==> config.mk <==
export PLATFORM = sky130hd
export DESIGN_NAME = pifb_flag_bank
export DESIGN_NICKNAME = d
export VERILOG_FILES = /design/src/shared/pifb_pkg.sv /design/src/design/pifb_flag_bank.sv
export SDC_FILE = /design/constraint.sdc
export NUM_CORES = 1
export LEC_CHECK = 0
export ABC_AREA = 1
export BUFFER_PORTS_ARGS = -buffer_cell sky130_fd_sc_hd__buf_2
export CORE_AREA = 2 2 83 85
export CTS_CLUSTER_DIAMETER = 50
export DETAILED_ROUTE_END_ITERATION = 6
export DIE_AREA = 0 0 85 87
export PLACE_DENSITY = 0.79
export SYNTH_ARGS = -nofsm -noshare
export SYNTH_HDL_FRONTEND = slang
export SYNTH_SLANG_ARGS = --single-unit
==> constraint.sdc <==
create_clock -name clock -period 1.72 [get_ports clock]
set_input_delay 0.086 -clock clock [delete_from_list [all_inputs] [get_ports clock]]
set_output_delay 0.086 -clock clock [all_outputs]
set_load 0.05 [all_outputs]
==> src/shared/pifb_pkg.sv <==
package pifb_pkg;

   localparam int ADDR_W = 4;
   localparam int DATA_W = 8;

   // Register offsets
   localparam logic [3:0] OFS_FLAGS_A = 4'h0;
   localparam logic [3:0] OFS_FLAGS_B = 4'h1;
   localparam logic [3:0] OFS_FLAGS_C = 4'h2;
   localparam logic [3:0] OFS_EN_A = 4'h4;
   localparam logic [3:0] OFS_EN_B = 4'h5;
   localparam logic [3:0] OFS_EN_C = 4'h6;
   localparam logic [3:0] OFS_CORE_CTL = 4'h8;
   localparam logic [3:0] OFS_IRQ_STAT = 4'h9;
   localparam logic [3:0] OFS_IRQ_MASK = 4'ha;

   // Reset values
   localparam logic [7:0] RST_FLAGS = 8'h00;
   localparam logic [7:0] RST_EN = 8'h00;
   localparam logic [7:0] RST_CTL = 8'h00;
   localparam logic [7:0] RST_STAT = 8'h00;
   localparam logic [7:0] RST_MASK = 8'h00;

   // Software-writable bits of each flag register
   localparam logic [7:0] WMASK_A = 8'hcf;
   localparam logic [7:0] WMASK_B = 8'hef;
   localparam logic [7:0] WMASK_C = 8'hff;
   // Implemented bits (unimplemented read as zero)
   localparam logic [7:0] IMPL_B = 8'hef;

   // Flag register A fields
   localparam int A_T1_GATE = 7;
   localparam int A_ADC_DONE = 6;
   localparam int A_UART_A_RX = 5;
   localparam int A_UART_A_TX = 4;
   localparam int A_SYNC_SER_A = 3;
   localparam int A_CAPCMP_A = 2;
   localparam int A_T2_MATCH = 1;
   localparam int A_T1_OVF = 0;
   // Flag register B fields
   localparam int B_OSC_FAIL = 7;
   localparam int B_T5_GATE = 6;
   localparam int B_T3_GATE = 5;
   localparam int B_SS_A_COLL = 3;
   localparam int B_T10_MATCH = 2;
   localparam int B_T8_MATCH = 1;
   localparam int B_CAPCMP_B = 0;
   // Flag register C fields
   localparam int C_CAPCMP_F = 7;
   localparam int C_CAPCMP_E = 6;
   localparam int C_CAPCMP_D = 5;
   localparam int C_CAPCMP_C = 4;
   localparam int C_T6_MATCH = 3;
   localparam int C_T5_OVF = 2;
   localparam int C_T4_MATCH = 1;
   localparam int C_T3_OVF = 0;

   // Core control fields
   localparam int CTL_GLOBAL_EN = 7;
   localparam int CTL_PERIPH_EN = 6;

   // Interrupt status fields
   localparam int ST_FLAG_A = 0;
   localparam int ST_FLAG_B = 1;
   localparam int ST_FLAG_C = 2;
   localparam int ST_REQ = 3;

   typedef struct packed {
      logic t1_gate_flag;
      logic adc_done_flag;
      logic uart_a_rx_flag;
      logic uart_a_tx_flag;
      logic sync_serial_a_flag;
      logic capcmp_a_flag;
      logic t2_period_match_flag;
      logic t1_overflow_flag;
   } pifb_src_a_s;

   typedef struct packed {
      logic osc_fail_flag;
      logic t5_gate_flag;
      logic t3_gate_flag;
      logic unused_flag;
      logic sync_serial_a_collision_flag;
      logic t10_period_match_flag;
      logic t8_period_match_flag;
      logic capcmp_b_flag;
   } pifb_src_b_s;

   typedef struct packed {
      logic capcmp_f_flag;
      logic capcmp_e_flag;
      logic capcmp_d_flag;
      logic capcmp_c_flag;
      logic t6_period_match_flag;
      logic t5_overflow_flag;
      logic t4_period_match_flag;
      logic t3_overflow_flag;
   } pifb_src_c_s;

   typedef struct packed {
      logic [3:0] addr;
      logic [7:0] wdata;
      logic wr;
      logic rd;
   } pifb_bus_s;

endpackage

==> src/design/pifb_flag_bank.sv <==
`timescale 1ns/1ps
module pifb_flag_bank #(
   parameter int NUM_REGS = 3
) (
   input wire logic clock,
   input wire logic srst,
   input wire logic clk_en,
   input wire pifb_pkg::pifb_bus_s bus,
   output logic [7:0] rdata,
   input wire pifb_pkg::pifb_src_a_s src_a,
   input wire pifb_pkg::pifb_src_b_s src_b,
   input wire pifb_pkg::pifb_src_c_s src_c,
   output logic periph_irq_req,
   output logic irq
);

   logic [7:0] flags_q [NUM_REGS];
   logic [7:0] en_q [NUM_REGS];
   logic [7:0] set_vec [NUM_REGS];
   logic [7:0] wmask [NUM_REGS];
   logic [7:0] impl [NUM_REGS];
   logic [NUM_REGS-1:0] pend;
   logic [7:0] ctl_q;
   logic [7:0] stat_q;
   logic [7:0] mask_q;
   logic [7:0] rdata_q;
   logic [7:0] rd_d;
   logic [7:0] ev_d;
   logic req_prev_q;
   logic req_d;

   function automatic logic hit(input logic [3:0] a, input logic [3:0] ofs);
      return a == ofs;
   endfunction

   assign set_vec[0] = src_a;
   // source bit placement, bit 4 dropped
   assign set_vec[1] = src_b & pifb_pkg::IMPL_B;
   assign set_vec[2] = src_c;
   assign wmask[0] = pifb_pkg::WMASK_A;
   assign wmask[1] = pifb_pkg::WMASK_B;
   assign wmask[2] = pifb_pkg::WMASK_C;
   assign impl[0] = 8'hff;
   assign impl[1] = pifb_pkg::IMPL_B;
   assign impl[2] = 8'hff;

   genvar gi;
   generate
      for (gi = 0; gi < NUM_REGS; gi++) begin : g_reg
         logic wr_flag;
         logic wr_en;
         assign wr_flag = bus.wr &&
            hit(bus.addr, pifb_pkg::OFS_FLAGS_A + 4'(gi));
         assign wr_en = bus.wr &&
            hit(bus.addr, pifb_pkg::OFS_EN_A + 4'(gi));

         always_ff @(posedge clock) begin
            if (srst) begin
               flags_q[gi] <= pifb_pkg::RST_FLAGS;
            end else if (clk_en) begin
               // set independent of enables, set wins
               if (wr_flag) begin
                  flags_q[gi] <= ((bus.wdata & wmask[gi]) |
                     (flags_q[gi] & ~wmask[gi]) | set_vec[gi]) & impl[gi];
               end else begin
                  flags_q[gi] <= flags_q[gi] | set_vec[gi];
               end
            end
         end

         always_ff @(posedge clock) begin
            if (srst) begin
               en_q[gi] <= pifb_pkg::RST_EN;
            end else if (clk_en && wr_en) begin
               en_q[gi] <= bus.wdata & impl[gi];
            end
         end

         assign pend[gi] = |(flags_q[gi] & en_q[gi]);
      end
   endgenerate

   always_ff @(posedge clock) begin
      if (srst) begin
         ctl_q <= pifb_pkg::RST_CTL;
      end else if (clk_en && bus.wr &&
                   hit(bus.addr, pifb_pkg::OFS_CORE_CTL)) begin
         ctl_q <= bus.wdata & 8'hc0;
      end
   end

   assign req_d = (|pend) && ctl_q[pifb_pkg::CTL_PERIPH_EN] &&
      ctl_q[pifb_pkg::CTL_GLOBAL_EN];
   assign periph_irq_req = req_d;

   always_ff @(posedge clock) begin
      if (srst) begin
         req_prev_q <= 1'b0;
      end else if (clk_en) begin
         req_prev_q <= req_d;
      end
   end

   // Events: a register gaining a newly set flag, enabled or not, and request rising
   always_comb begin
      ev_d = 8'h00;
      for (int i = 0; i < NUM_REGS; i++) begin
         ev_d[i] = |(set_vec[i] & ~flags_q[i]);
      end
      ev_d[pifb_pkg::ST_REQ] = req_d && !req_prev_q;
   end

   // Read clears status, but a new event in that cycle still lands
   always_ff @(posedge clock) begin
      if (srst) begin
         stat_q <= pifb_pkg::RST_STAT;
      end else if (clk_en) begin
         if (bus.rd && hit(bus.addr, pifb_pkg::OFS_IRQ_STAT)) begin
            stat_q <= ev_d;
         end else begin
            stat_q <= stat_q | ev_d;
         end
      end
   end

   always_ff @(posedge clock) begin
      if (srst) begin
         mask_q <= pifb_pkg::RST_MASK;
      end else if (clk_en && bus.wr &&
                   hit(bus.addr, pifb_pkg::OFS_IRQ_MASK)) begin
         mask_q <= bus.wdata & 8'h0f;
      end
   end

   assign irq = |(stat_q & mask_q);

   always_comb begin
      rd_d = 8'h00;
      case (bus.addr)
         pifb_pkg::OFS_FLAGS_A: rd_d = flags_q[0];
         pifb_pkg::OFS_FLAGS_B: rd_d = flags_q[1] & pifb_pkg::IMPL_B;
         pifb_pkg::OFS_FLAGS_C: rd_d = flags_q[2];
         pifb_pkg::OFS_EN_A: rd_d = en_q[0];
         pifb_pkg::OFS_EN_B: rd_d = en_q[1];
         pifb_pkg::OFS_EN_C: rd_d = en_q[2];
         pifb_pkg::OFS_CORE_CTL: rd_d = ctl_q;
         pifb_pkg::OFS_IRQ_STAT: rd_d = stat_q;
         pifb_pkg::OFS_IRQ_MASK: rd_d = mask_q;
         default: rd_d = 8'h00;
      endcase
   end

   // Data is valid only in the cycle after the read strobe
   always_ff @(posedge clock) begin
      if (srst) begin
         rdata_q <= 8'h00;
      end else if (clk_en) begin
         rdata_q <= bus.rd ? rd_d : 8'h00;
      end
   end

   assign rdata = rdata_q;

endmodule

# ---- Word level (Yosys, flattened, before mapping)
# Memory sizes are Yosys's and may differ from the RTL's.
# Index checks and enable logic that the tools add are counted.
dict set report classes {
  n_eq_ne 8
  mux 47
  bitwise 28
  n_reduce_logical 23
}
# operator n
set op_table {}
lappend op_table {{8-bit 2-to-1 mux} 11}
lappend op_table {{8-bit one-hot mux with 9 select lines} 1}
lappend op_table {{8-bit bitwise AND} 6}
lappend op_table {{8-bit OR} 6}
lappend op_table {{1-bit 2-to-1 mux} 35}
lappend op_table {{8-bit OR reduction} 4}
lappend op_table {{8-bit inverter} 3}
lappend op_table {{24-bit OR reduction} 1}
lappend op_table {{1-bit logical AND} 16}
lappend op_table {{4-bit by 3-bit equality test with 1-bit output (second input constant)} 3}
lappend op_table {{4-bit equality test (second input constant)} 3}
lappend op_table {{1-bit OR} 9}
lappend op_table {{8-bit by 4-bit bitwise AND with 8-bit output} 1}
lappend op_table {{8-bit by 4-bit OR with 8-bit output} 1}
lappend op_table {{8-bit by 5-bit OR with 8-bit output} 1}
lappend op_table {{8-bit by 6-bit OR with 8-bit output} 1}
lappend op_table {{4-bit by 1-bit equality test with 1-bit output (second input constant)} 1}
lappend op_table {{4-bit by 2-bit equality test with 1-bit output (second input constant)} 1}
lappend op_table {{4-bit zero test} 1}
lappend op_table {{1-bit zero test} 1}
dict set report word_totals {
  reg_bits 23
  mem_bits_rw 48
  inputBits 41
  output_inout_bits 10
  wordCells 113
  memories 2
}
# name words word_bits read_ports rd_ports_with_merged_regs write_ports line_no
set memory_table {}
lappend memory_table {en_q 3 8 3 0 3 pifb_flag_bank.sv:18} ;# logic [7:0] en_q [NUM_REGS];
lappend memory_table {flags_q 3 8 3 0 3 pifb_flag_bank.sv:17} ;# logic [7:0] flags_q [NUM_REGS];

# ---- Depth between registers and ports, before layout
# Gate-level depths: netlist of the first run.
dict set report depth {
  word_depth 8
  ltp_mapped 10
  mapped_depth_nobuf 9
}

# ---- Worst setup path after synthesis of the first run
# OpenSTA, ideal clock, no wires.
dict set report synth_path {
  path_kind {input -> register}
  startpoint {in bus[13] (netlist bit)}
  endpoint {mem en_q[2][0], enable pin}
  setup_ns 0.384
  t_arrival_ns 1.158
  required_ns 1.336
  setup_slack_ns 0.178
  stages 5
  n_path_buf 0
  cell_sequence {inv_2 nand2_2 nor2_4 inv_1 o21ai_0}
}
# item line_no
set synth_rtl {}
lappend synth_rtl {{start: declaration} pifb_flag_bank.sv:8} ;# input wire pifb_pkg::pifb_bus_s bus,
lappend synth_rtl {{end: declaration} pifb_flag_bank.sv:18}

==> flow_metrics.env, run 1 <==
export IMPL_outcome="finished, final reports clean"
export IMPL_firstDrtPassIters=5
export IMPL_synth_fp_nets=511
export IMPL_hold_ws_ns=0.009155
export IMPL_report_final_hold_viol_count=0
export IMPL_syn_inst=470
export IMPL_grt_start_max_net_pins=24
export IMPL_cts_buffers=9
export IMPL_clk_pin_slew_ns=0.07
export IMPL_ys_seq_elements=65
export IMPL_grt_pass1_wl_um=16030
export IMPL_avgSynthCellArea_sq_um=7.571
export IMPL_die_h_um=87
export IMPL_finClkSkew_ns=0.009741
export IMPL_rr_worst_depth=9
export IMPL_wl_met1_um=4512
export IMPL_fill_cells=621
export IMPL_synth_area_leader_cell="edfxtp_1"
export IMPL_numPortBuffers=49
export IMPL_dp_hpwl_um=7996
export IMPL_num_io_pins=51
export IMPL_clock_latency_ns=0.35
export IMPL_r2r_start="flags_q[0][2]"
export IMPL_p_total_mw=3.378
export IMPL_cp_required_ns=1.63
export IMPL_synth_warnings=0
export IMPL_initial_core_util_pct=54.17
export IMPL_ys_seq_area_share_pct=49.51
export IMPL_synth_area_top_cells="edfxtp_1, nand2_1, dfxtp_1"
export IMPL_area_delta_synth_final_pct=16.03
export IMPL_end_kind="output port"
export IMPL_r2r_end="req_prev_q"
export IMPL_synth_cell_types=27
export IMPL_num_rows=30
export IMPL_power_leakage_nw=2.004
export IMPL_crit_fanout=3
export IMPL_cts_tree="done"
export IMPL_htreeDepth=3
export IMPL_seqCellArea_sq_mm=0.001762
export IMPL_final_util_pct=62.86
export IMPL_routedWlPerCell_um=16.86
export IMPL_cts_sinks=65
export IMPL_fp_coreArea_sq_mm=0.006569
export IMPL_antenna_found_initial=0
export IMPL_grt_remaining_overflow=0
export IMPL_synth_area_sq_mm=0.003558
export IMPL_wl_met2_um=4857
export IMPL_rsz0062_at_grt="true"
export IMPL_die_w_um=85
export IMPL_top_layer_used="met4"
export IMPL_synth_top_area_share_pct=38.82
export IMPL_finalCritPeriodShare_pct=99.56
export IMPL_p_per_area_mw_per_mm2=818.1
export IMPL_crit_start="flags_q[0][2]"
export IMPL_endpoint="periph_irq_req"
export IMPL_fin_nets=579
export IMPL_worstMarginPinSlew_ns=0.6424
export IMPL_routed_wl_met3_um=833
export IMPL_slew_limit_headroom_pct=57.01
export IMPL_drv_slew=0
export IMPL_place_gp_congestion=0.9428
export IMPL_first_global_vias=3052
export IMPL_peakVddDrop_v=0.0004667
export IMPL_start_kind="flip-flop"
export IMPL_via_per_inst=5.435
export IMPL_worst_r2r_setup_slack_ns=0.35
export IMPL_cap_violations=0
export IMPL_path_class="reg2out"
export IMPL_post_route_min_period_ns=1.712
export IMPL_multiInputGateArea_sq_mm=0.001511
export IMPL_most_common_layout_cells="nand2_1, inv_1, nor2_1, o21ai_0, buf_2"
export IMPL_final_setup_viol_count=0
export IMPL_final_layout_size_suffix_gt1_share_pct=18.05
export IMPL_n_antenna_cell=0
export IMPL_layout_cells_most_common="nand2_1"
export IMPL_max_freq_ghz=0.5840
export IMPL_min_path_type="in2reg"
export IMPL_hold_buffers=0
export IMPL_cts_root_buf="clkbuf_8"
export IMPL_postRouteAntennaNets=0
export IMPL_grt_total_usage_pct=29.41
export IMPL_drt_iter0_drc=317
export IMPL_cts_buffer_depth=2
export IMPL_wl_um=10500
export IMPL_dieArea_sq_mm=0.007395
export IMPL_worstPathArrival_ns=1.63
export IMPL_route_detailed_drc=0
export IMPL_num_vias=3386
==> cells in the mapped netlist <==
cell         n
o21ai_0     49
a21oi_1     10
nor2_1      50
o22ai_1      9
o31ai_1      1
nor3_1       1
nor2_2       1
nand2_2      4
nor3_4       1
nand3_2      1
inv_2        8
nand2_4      2
inv_1       64
edfxtp_1    46
nand3b_1     1
o2111ai_1    3
buf_2        1
nand2_1    161
o211ai_1     1
clkbuf_1     1
nor2_4       7
nand3_1     12
dfxtp_1     19
buf_6        1
nor3_2       1
nand4_1      4
o21ai_1     11
==> routing by layer <==
metal	vias to the layer above	global-route usage, %
met5	-	0
met2	163	47.02
met1	1550	39.86
li1	1653	-
met4	0	12.41
met3	20	4.929
==> worst min-delay path by stage <==
stage                     slack [ns]  start  cells after the start   endpoint
after global placement          0.37   srst                      2   ctl_q[7]
final                          0.009   srst                      2   ctl_q[7]
after global routing            0.02   srst                      2  stat_q[3]
after floorplan                 0.16   srst                      1   ctl_q[7]
after CTS                      0.004   srst                      2  stat_q[3]
after detailed placement        0.37   srst                      2  stat_q[3]
==> registers in the layout, summed over array words and instances, names as in the netlist <==
signal	cells
en_q	23
stat_q	4
mask_q	4
ctl_q	2
flags_q	23
req_prev_q	1
rdata	8
==> layout make-up <==
| type | count | area share (%) |
|---|---|---|
| Clock buffer | 14 | 3.455 |
| Clock inverter | 2 | 0.2121 |
| Inverter | 72 | 6.545 |
| Multi-Input combinational cell | 330 | 36.61 |
| Sequential cell | 65 | 42.67 |
| Tap cell | 80 | 2.424 |
| Timing Repair Buffer | 60 | 8.091 |
==> logic make-up after synthesis <==
group           synth area share, %
simple gates                  29.75
compound gates                12.59
buf+inv                       8.157
flops                         49.51
==> per-stage QoR <==
stage                     TNS [ns]  worst slack [ns]  std cells  area [sq um]
after CTS                        0           0.01464        620          4098
after global routing      -0.07089          -0.07089        623          4129
final                            0          0.007585        623          4129
after floorplan                  0            0.1782        470          3558
after global placement           0            0.3437        603          3936
after detailed placement         0            0.2741        603          3936
==> worst max-delay path: stages, from the launching register on <==
cell and delay (ns):
edfxtp_1 0.46, nand2_1 0.10, nand2_1 0.05, nor2_1 0.10
nand2_1 0.07, nor2_1 0.10, nand2_1 0.11, nand2_2 0.11
inv_2 0.04, buf_6 0.14
==> power breakdown <==
| part | leakage, nW | switching, mW | internal (mW) |
|---|---|---|---|
| clock | 0.0761 | 0.577 | 0.519 |
| combinational | 1.30 | 0.294 | 0.141 |
| sequential | 0.626 | 0.0756 | 1.77 |
| total | 2.00 | 0.947 | 2.43 |
==> what timing repair did <==
action	4_1_cts	5_1_grt
pin swaps	0	5
resized for setup	1	4
buffers inserted	1	3
endpoints found under the setup margin	1	1
Note: power is estimated with default switching activity, not from simulation.
==> run 2: changes to the inputs <==
--- a/config.mk
+++ b/config.mk
@@ -5,7 +5,6 @@
 export SDC_FILE = /design/constraint.sdc
 export NUM_CORES = 1
 export LEC_CHECK = 0
-export ABC_AREA = 1
 export BUFFER_PORTS_ARGS = -buffer_cell sky130_fd_sc_hd__buf_2
 export CORE_AREA = 2 2 83 85
 export CTS_CLUSTER_DIAMETER = 50
==> run 2 against run 1 <==
- largest cell class unchanged
- worst setup slack lost 0.12 ns
- the flow now finishes with violations (negative setup slack)
- final cell count down 19%
- clock skew is 0.0011 ns lower
- global-route usage rose by 1.3 points
- area after synthesis is 0.63% higher
- non-clock buffer count grew 25
- final area up 5.7%
- power rose by 17%
- flip-flop and latch count stayed put
- highest routed layer unchanged
- largest power group unchanged
- clock power grew 42%
- worst hold slack better by 0.036 ns
- die area unchanged
==> flow_metrics.env, run 2 <==
export IMPL_outcome="complete, but fails checks"
export IMPL_violations="negative setup slack"
export IMPL_synth_area_top_cells="edfxtp_1, dfxtp_1, mux2i_1"
export IMPL_finalWorstSetupSlack_ns=-0.1147
export IMPL_finalCritPeriodShare_pct=106.7
export IMPL_power_leakage_nw=1.943
export IMPL_synth_top_area_share_pct=38.57
export IMPL_start_kind="flip-flop"
export IMPL_dieArea_sq_mm=0.007395
export IMPL_dp_hpwl_um=8035
export IMPL_area_delta_synth_final_pct=21.91
export IMPL_route_detailed_drc=0
export IMPL_hold_path_cell_count=3
export IMPL_p_per_area_mw_per_mm2=902.6
export IMPL_clk_pin_slew_ns=0.07
export IMPL_r2r_start="flags_q[0][5]"
export IMPL_peakVddDrop_v=0.0006557
export IMPL_cts_root_buf="clkbuf_8"
export IMPL_initial_core_util_pct=54.51
export IMPL_first_global_vias=3029
export IMPL_die_h_um=87
export IMPL_min_path_type="in2reg"
export IMPL_layout_cells_most_common="buf_2"
export IMPL_synth_cell_types=53
export IMPL_via_per_inst=6.425
export IMPL_cts_sinks=65
export IMPL_numPortBuffers=49
export IMPL_wl_um=11070
export IMPL_grt_pass1_wl_um=16600
export IMPL_fill_cells=517
export IMPL_antenna_found_initial=0
export IMPL_r2r_end="rdata[5]"
export IMPL_finClkSkew_ns=0.008631
export IMPL_end_kind="output port"
export IMPL_worst_r2r_setup_slack_ns=0.14
export IMPL_synth_top_flop_cell="edfxtp_1"
export IMPL_num_io_pins=51
export IMPL_firstDrtPassIters=5
export IMPL_avgSynthCellArea_sq_um=10.59
export IMPL_synth_warnings=0
export IMPL_multiInputGateArea_sq_mm=0.001654
export IMPL_synthArstFlopShare_pct=0
export IMPL_final_layout_size_suffix_gt1_share_pct=27.90
export IMPL_yosysMostFrequentCell="edfxtp_1"
export IMPL_worstMarginPinSlew_ns=0.5077
export IMPL_drv_slew=0
export IMPL_cts_buffer_depth=2
export IMPL_dp_slack_ns=0.1768
export IMPL_ys_seq_area_share_pct=49.20
export IMPL_tns_ns=-0.1147
export IMPL_drt_iter0_drc=373
export IMPL_fin_nets=459
export IMPL_num_rows=30
export IMPL_seqCellArea_sq_mm=0.001762
export IMPL_n_antenna_cell=0
export IMPL_path_class="reg2out"
export IMPL_synth_area_sq_mm=0.003581
export IMPL_die_w_um=85
export IMPL_crit_fanout=2
export IMPL_place_gp_congestion=0.9536
export IMPL_num_vias=3232
export IMPL_clock_latency_ns=0.35
export IMPL_postRouteAntennaNets=0
export IMPL_worstPathArrival_ns=1.75
export IMPL_slew_limit_headroom_pct=65.97
export IMPL_max_freq_ghz=0.5450
export IMPL_cp_required_ns=1.63
export IMPL_cts_tree="done"
export IMPL_hold_buffers=0
export IMPL_p_total_mw=3.940
export IMPL_report_final_hold_viol_count=0
export IMPL_hp_start="src_a[5]"
export IMPL_fp_coreArea_sq_mm=0.006569
export IMPL_ys_top_cells_by_count="edfxtp_1, mux2i_1, a21oi_1, inv_1, and2_1"
export IMPL_post_route_min_period_ns=1.835
export IMPL_final_setup_viol_count=1
export IMPL_routedWlPerCell_um=22.01
export IMPL_syn_inst=338
export IMPL_hold_ws_ns=0.04483
export IMPL_rsz0062_at_grt="true"
export IMPL_synth_edff_count=46
export IMPL_htreeDepth=3
export IMPL_rr_worst_depth=4
export IMPL_synth_area_leader_cell="edfxtp_1"
export IMPL_cap_violations=0
export IMPL_final_util_pct=66.46
export IMPL_cts_buffers=9
export IMPL_most_common_layout_cells="buf_2, edfxtp_1, buf_4"
export IMPL_synth_fp_nets=379
export IMPL_ys_seq_elements=65
export IMPL_grt_remaining_overflow=0
export IMPL_grt_total_usage_pct=30.74
export IMPL_holdPathEnd="flags_q[0][5]"
export IMPL_grt_start_max_net_pins=24
run 2: worst max-delay path: stages (launching register included):
cell,delay (ns)
edfxtp_1,0.42
a222oi_1,0.35
nand3_1,0.14
nor3_1,0.14
buf_4,0.15
nor2_2,0.05
buf_6,0.14
run 2: power by group:
part	leakage, nW	internal, mW	switching, mW
Clock	0.114	0.956	0.603
Sequential	0.626	1.77	0.0826
Combinational	1.20	0.224	0.309
Total	1.94	2.95	0.995
run 2: what timing repair did:
action                     in CTS  in global routing
setup endpoints to repair       1                  1
pin swaps                       0                  2
setup buffers                   4                  1
gates resized for setup         7                  0
run 2: layout make-up:
| cell class | count | share of cell area, % |
|---|---|---|
| Clock buffer | 10 | 2.923 |
| Clock inverter | 6 | 2.436 |
| Sequential cell | 65 | 40.36 |
| Tap cell | 80 | 2.293 |
| Timing Repair Buffer | 85 | 11.95 |
| Multi-Input combinational cell | 232 | 37.89 |
| Inverter | 25 | 2.150 |
run 2: kinds of logic after synthesis:
kind of cell	share of synthesized area (%)
compound gates	17.61
buf+inv	5.241
flops	49.20
mux	11.74
simple gates	16.21
run 2: how the worst max path moves through the flow:
| stage | slack [ns] | to | startpoint |
|---|---|---|---|
| finish | -0.11 | periph_irq_req | flags_q[1][2] |
| CTS | -0.09 | periph_irq_req | en_q[1][2] |
| global route | -0.19 | periph_irq_req | flags_q[1][2] |
| floorplan | 0.30 | en_q[0][0] | bus[11] |
| detailed placement | 0.18 | periph_irq_req | flags_q[0][6] |
| global placement | 0.17 | periph_irq_req | flags_q[1][3] |
run 2: per-stage QoR:
stage | std cells | instance area, sq um
final | 503 | 4365
after global routing | 503 | 4365
after CTS | 502 | 4358
after detailed placement | 482 | 4065
after global placement | 482 | 4065
after floorplan | 338 | 3581
run 2: per-layer routing:
layer	GRT usage (%)	wire length, um	up-vias
li1	-	-	1446
met1	39.68	4381	1506
met2	47.80	5044	244
met3	9.384	1268	36
met4	13.85	379	0
met5	0	0	-
==> run 3: changes to the inputs <==
--- a/config.mk
+++ b/config.mk
@@ -5,7 +5,7 @@
 export SDC_FILE = /design/constraint.sdc
 export NUM_CORES = 1
 export LEC_CHECK = 0
-export BUFFER_PORTS_ARGS = -buffer_cell sky130_fd_sc_hd__buf_2
+export BUFFER_PORTS_ARGS = -buffer_cell sky130_fd_sc_hd__clkbuf_2
 export CORE_AREA = 2 2 83 85
 export CTS_CLUSTER_DIAMETER = 50
 export DETAILED_ROUTE_END_ITERATION = 6
==> run 3 against run 2 <==
- the run still ends with negative setup slack left
- register-to-register slack lost 0.06 ns
- die area is the same
- sequential share of layout area grew 0.68 points
- critical path type unchanged
- critical endpoint unchanged
==> flow_metrics.env, run 3 (same netlist as run 2, synthesis figures left out) <==
export IMPL_outcome="complete, but fails checks"
export IMPL_violations="negative setup slack"
export IMPL_most_common_layout_cells="clkbuf_2, edfxtp_1, mux2i_1"
export IMPL_grt_pass1_wl_um=16240
export IMPL_drv_slew=0
export IMPL_slew_limit_headroom_pct=62.39
export IMPL_cts_buffer_depth=2
export IMPL_initial_core_util_pct=54.51
export IMPL_dp_hpwl_um=7642
export IMPL_wl_um=10520
export IMPL_r2r_end="rdata[5]"
export IMPL_worstMarginPinSlew_ns=0.5568
export IMPL_hold_ws_ns=0.04233
export IMPL_final_layout_size_suffix_gt1_share_pct=26.97
export IMPL_dp_slack_ns=-0.06033
export IMPL_via_per_inst=6.403
export IMPL_fin_nets=455
export IMPL_start_kind="flip-flop"
export IMPL_dieArea_sq_mm=0.007395
export IMPL_end_kind="output port"
export IMPL_cts_tree="done"
export IMPL_crit_fanout=2
export IMPL_drt_iter0_drc=397
export IMPL_num_rows=30
export IMPL_finalCritPeriodShare_pct=113.6
export IMPL_numPortBuffers=49
export IMPL_fin_area_sq_mm=0.004293
export IMPL_clk_pin_slew_ns=0.07
export IMPL_fp_coreArea_sq_mm=0.006569
export IMPL_num_io_pins=51
export IMPL_grt_start_max_net_pins=24
export IMPL_endpoint="periph_irq_req"
export IMPL_path_class="reg2out"
export IMPL_layout_cells_most_common="clkbuf_2"
export IMPL_p_total_mw=3.675
export IMPL_grt_remaining_overflow=0
export IMPL_hold_buffers=0
export IMPL_placed_area_sq_mm=0.004058
export IMPL_peakVddDrop_v=0.0005040
export IMPL_hold_path_cell_count=3
export IMPL_cts_root_buf="clkbuf_8"
export IMPL_die_h_um=87
export IMPL_area_delta_synth_final_pct=19.88
export IMPL_cp_required_ns=1.63
export IMPL_worst_r2r_setup_slack_ns=0.08
export IMPL_power_leakage_nw=1.909
export IMPL_min_path_type="in2reg"
export IMPL_first_global_vias=3005
export IMPL_cap_violations=0
export IMPL_worstPathCellList="a22oi_2 > nand4_1 > nor3_2 > buf_4 > nor2_2 > buf_8"
export IMPL_fill_cells=511
export IMPL_cp_slowest_cell="edfxtp_1"
export IMPL_routedWlPerCell_um=21.08
export IMPL_finClkSkew_ns=0.01189
export IMPL_rsz0062_at_grt="true"
export IMPL_final_setup_viol_count=1
export IMPL_r2r_start="flags_q[0][5]"
export IMPL_n_antenna_cell=0
export IMPL_firstDrtPassIters=6
export IMPL_htreeDepth=3
export IMPL_critPathMaxStageDelay_ns=0.47
export IMPL_rr_worst_depth=4
export IMPL_grt_total_usage_pct=29.90
export IMPL_num_vias=3195
export IMPL_cts_buffers=9
export IMPL_antenna_found_initial=0
export IMPL_report_final_hold_viol_count=0
export IMPL_place_gp_congestion=0.9669
export IMPL_worstPathArrival_ns=1.87
export IMPL_die_w_um=85
export IMPL_p_per_area_mw_per_mm2=856.2
export IMPL_cts_sinks=65
export IMPL_clock_latency_ns=0.35
export IMPL_max_freq_ghz=0.5119
export IMPL_postRouteAntennaNets=0
export IMPL_finalWorstSetupSlack_ns=-0.2336
export IMPL_post_route_min_period_ns=1.954
export IMPL_route_detailed_drc=0
export IMPL_tns_ns=-0.2336
export IMPL_crit_start="flags_q[1][3]"
## run 3: cell types whose count changed in the layout (fill, tap and decap cells not counted), moves of 2 or more
cell | previous run | this run
a22oi_1 | 10 | 13
clkbuf_2 | 0 | 48
buf_2 | 48 | 0
bufinv_16 | 3 | 1
buf_4 | 36 | 32
a22oi_2 | 4 | 1
## run 3: what timing repair did
| item | 4_1_cts | 5_1_grt |
|---|---|---|
| resized for setup | 5 | 1 |
| buffers inserted | 1 | 1 |
| pin swaps | 4 | 4 |
| setup endpoints to repair | 1 | 1 |
## run 3: critical path: cells and delay by family, from the launching register on
| family | cells | cell delay [ns] |
|---|---|---|
| AOI/OAI and AO/OA | 1 | 0.27 |
| buffers and inverters | 2 | 0.31 |
| DFF | 1 | 0.47 |
| and+or+nand+nor | 3 | 0.46 |
## run 3: routing by layer
metal / global-route usage, % / share of wire [%] / routed length (um) / up-vias
li1: - / - / - / 1436
met1: 39.64 / 40 / 4209 / 1483
met2: 43.96 / 43 / 4547 / 241
met3: 11.09 / 13 / 1365 / 35
met4: 12.70 / 3.8 / 398 / 0
met5: 2.797 / 0 / 0 / -
## run 3: report_power, final
| group | total (mW) | internal [mW] | switching, mW |
|---|---|---|---|
| combinational | 0.517 | 0.216 | 0.302 |
| sequential | 1.84 | 1.77 | 0.0758 |
| clock | 1.32 | 0.706 | 0.610 |
## run 3: worst min-delay path by stage
stage / start / slack [ns] / end
floorplan: bus[8] / 0.23 / ctl_q[6]
global placement: src_a[5] / 0.39 / flags_q[0][5]
detailed placement: src_a[5] / 0.41 / flags_q[0][5]
CTS: src_a[5] / 0.04 / flags_q[0][5]
global route: src_a[5] / 0.06 / flags_q[0][5]
finish: src_a[5] / 0.04 / flags_q[0][5]
## run 3: layout make-up
type / count / area, sq um / area share (%)
Tap cell: 80 / 100.1 / 2.332
Multi-Input combinational cell: 232 / 1644 / 38.30
Clock buffer: 11 / 141.4 / 3.294
Sequential cell: 65 / 1762 / 41.04
Inverter: 25 / 93.84 / 2.186
Timing Repair Buffer: 81 / 495.5 / 11.54
Clock inverter: 5 / 56.30 / 1.312
## run 3: through the flow
| step | instances | utilization (%) |
|---|---|---|
| floorplan | 338 | - |
| global placement | 481 | 61.77 |
| detailed placement | 481 | 61.77 |
| CTS | 498 | 65.22 |
| global route | 499 | 65.35 |
| finish | 499 | 65.35 |
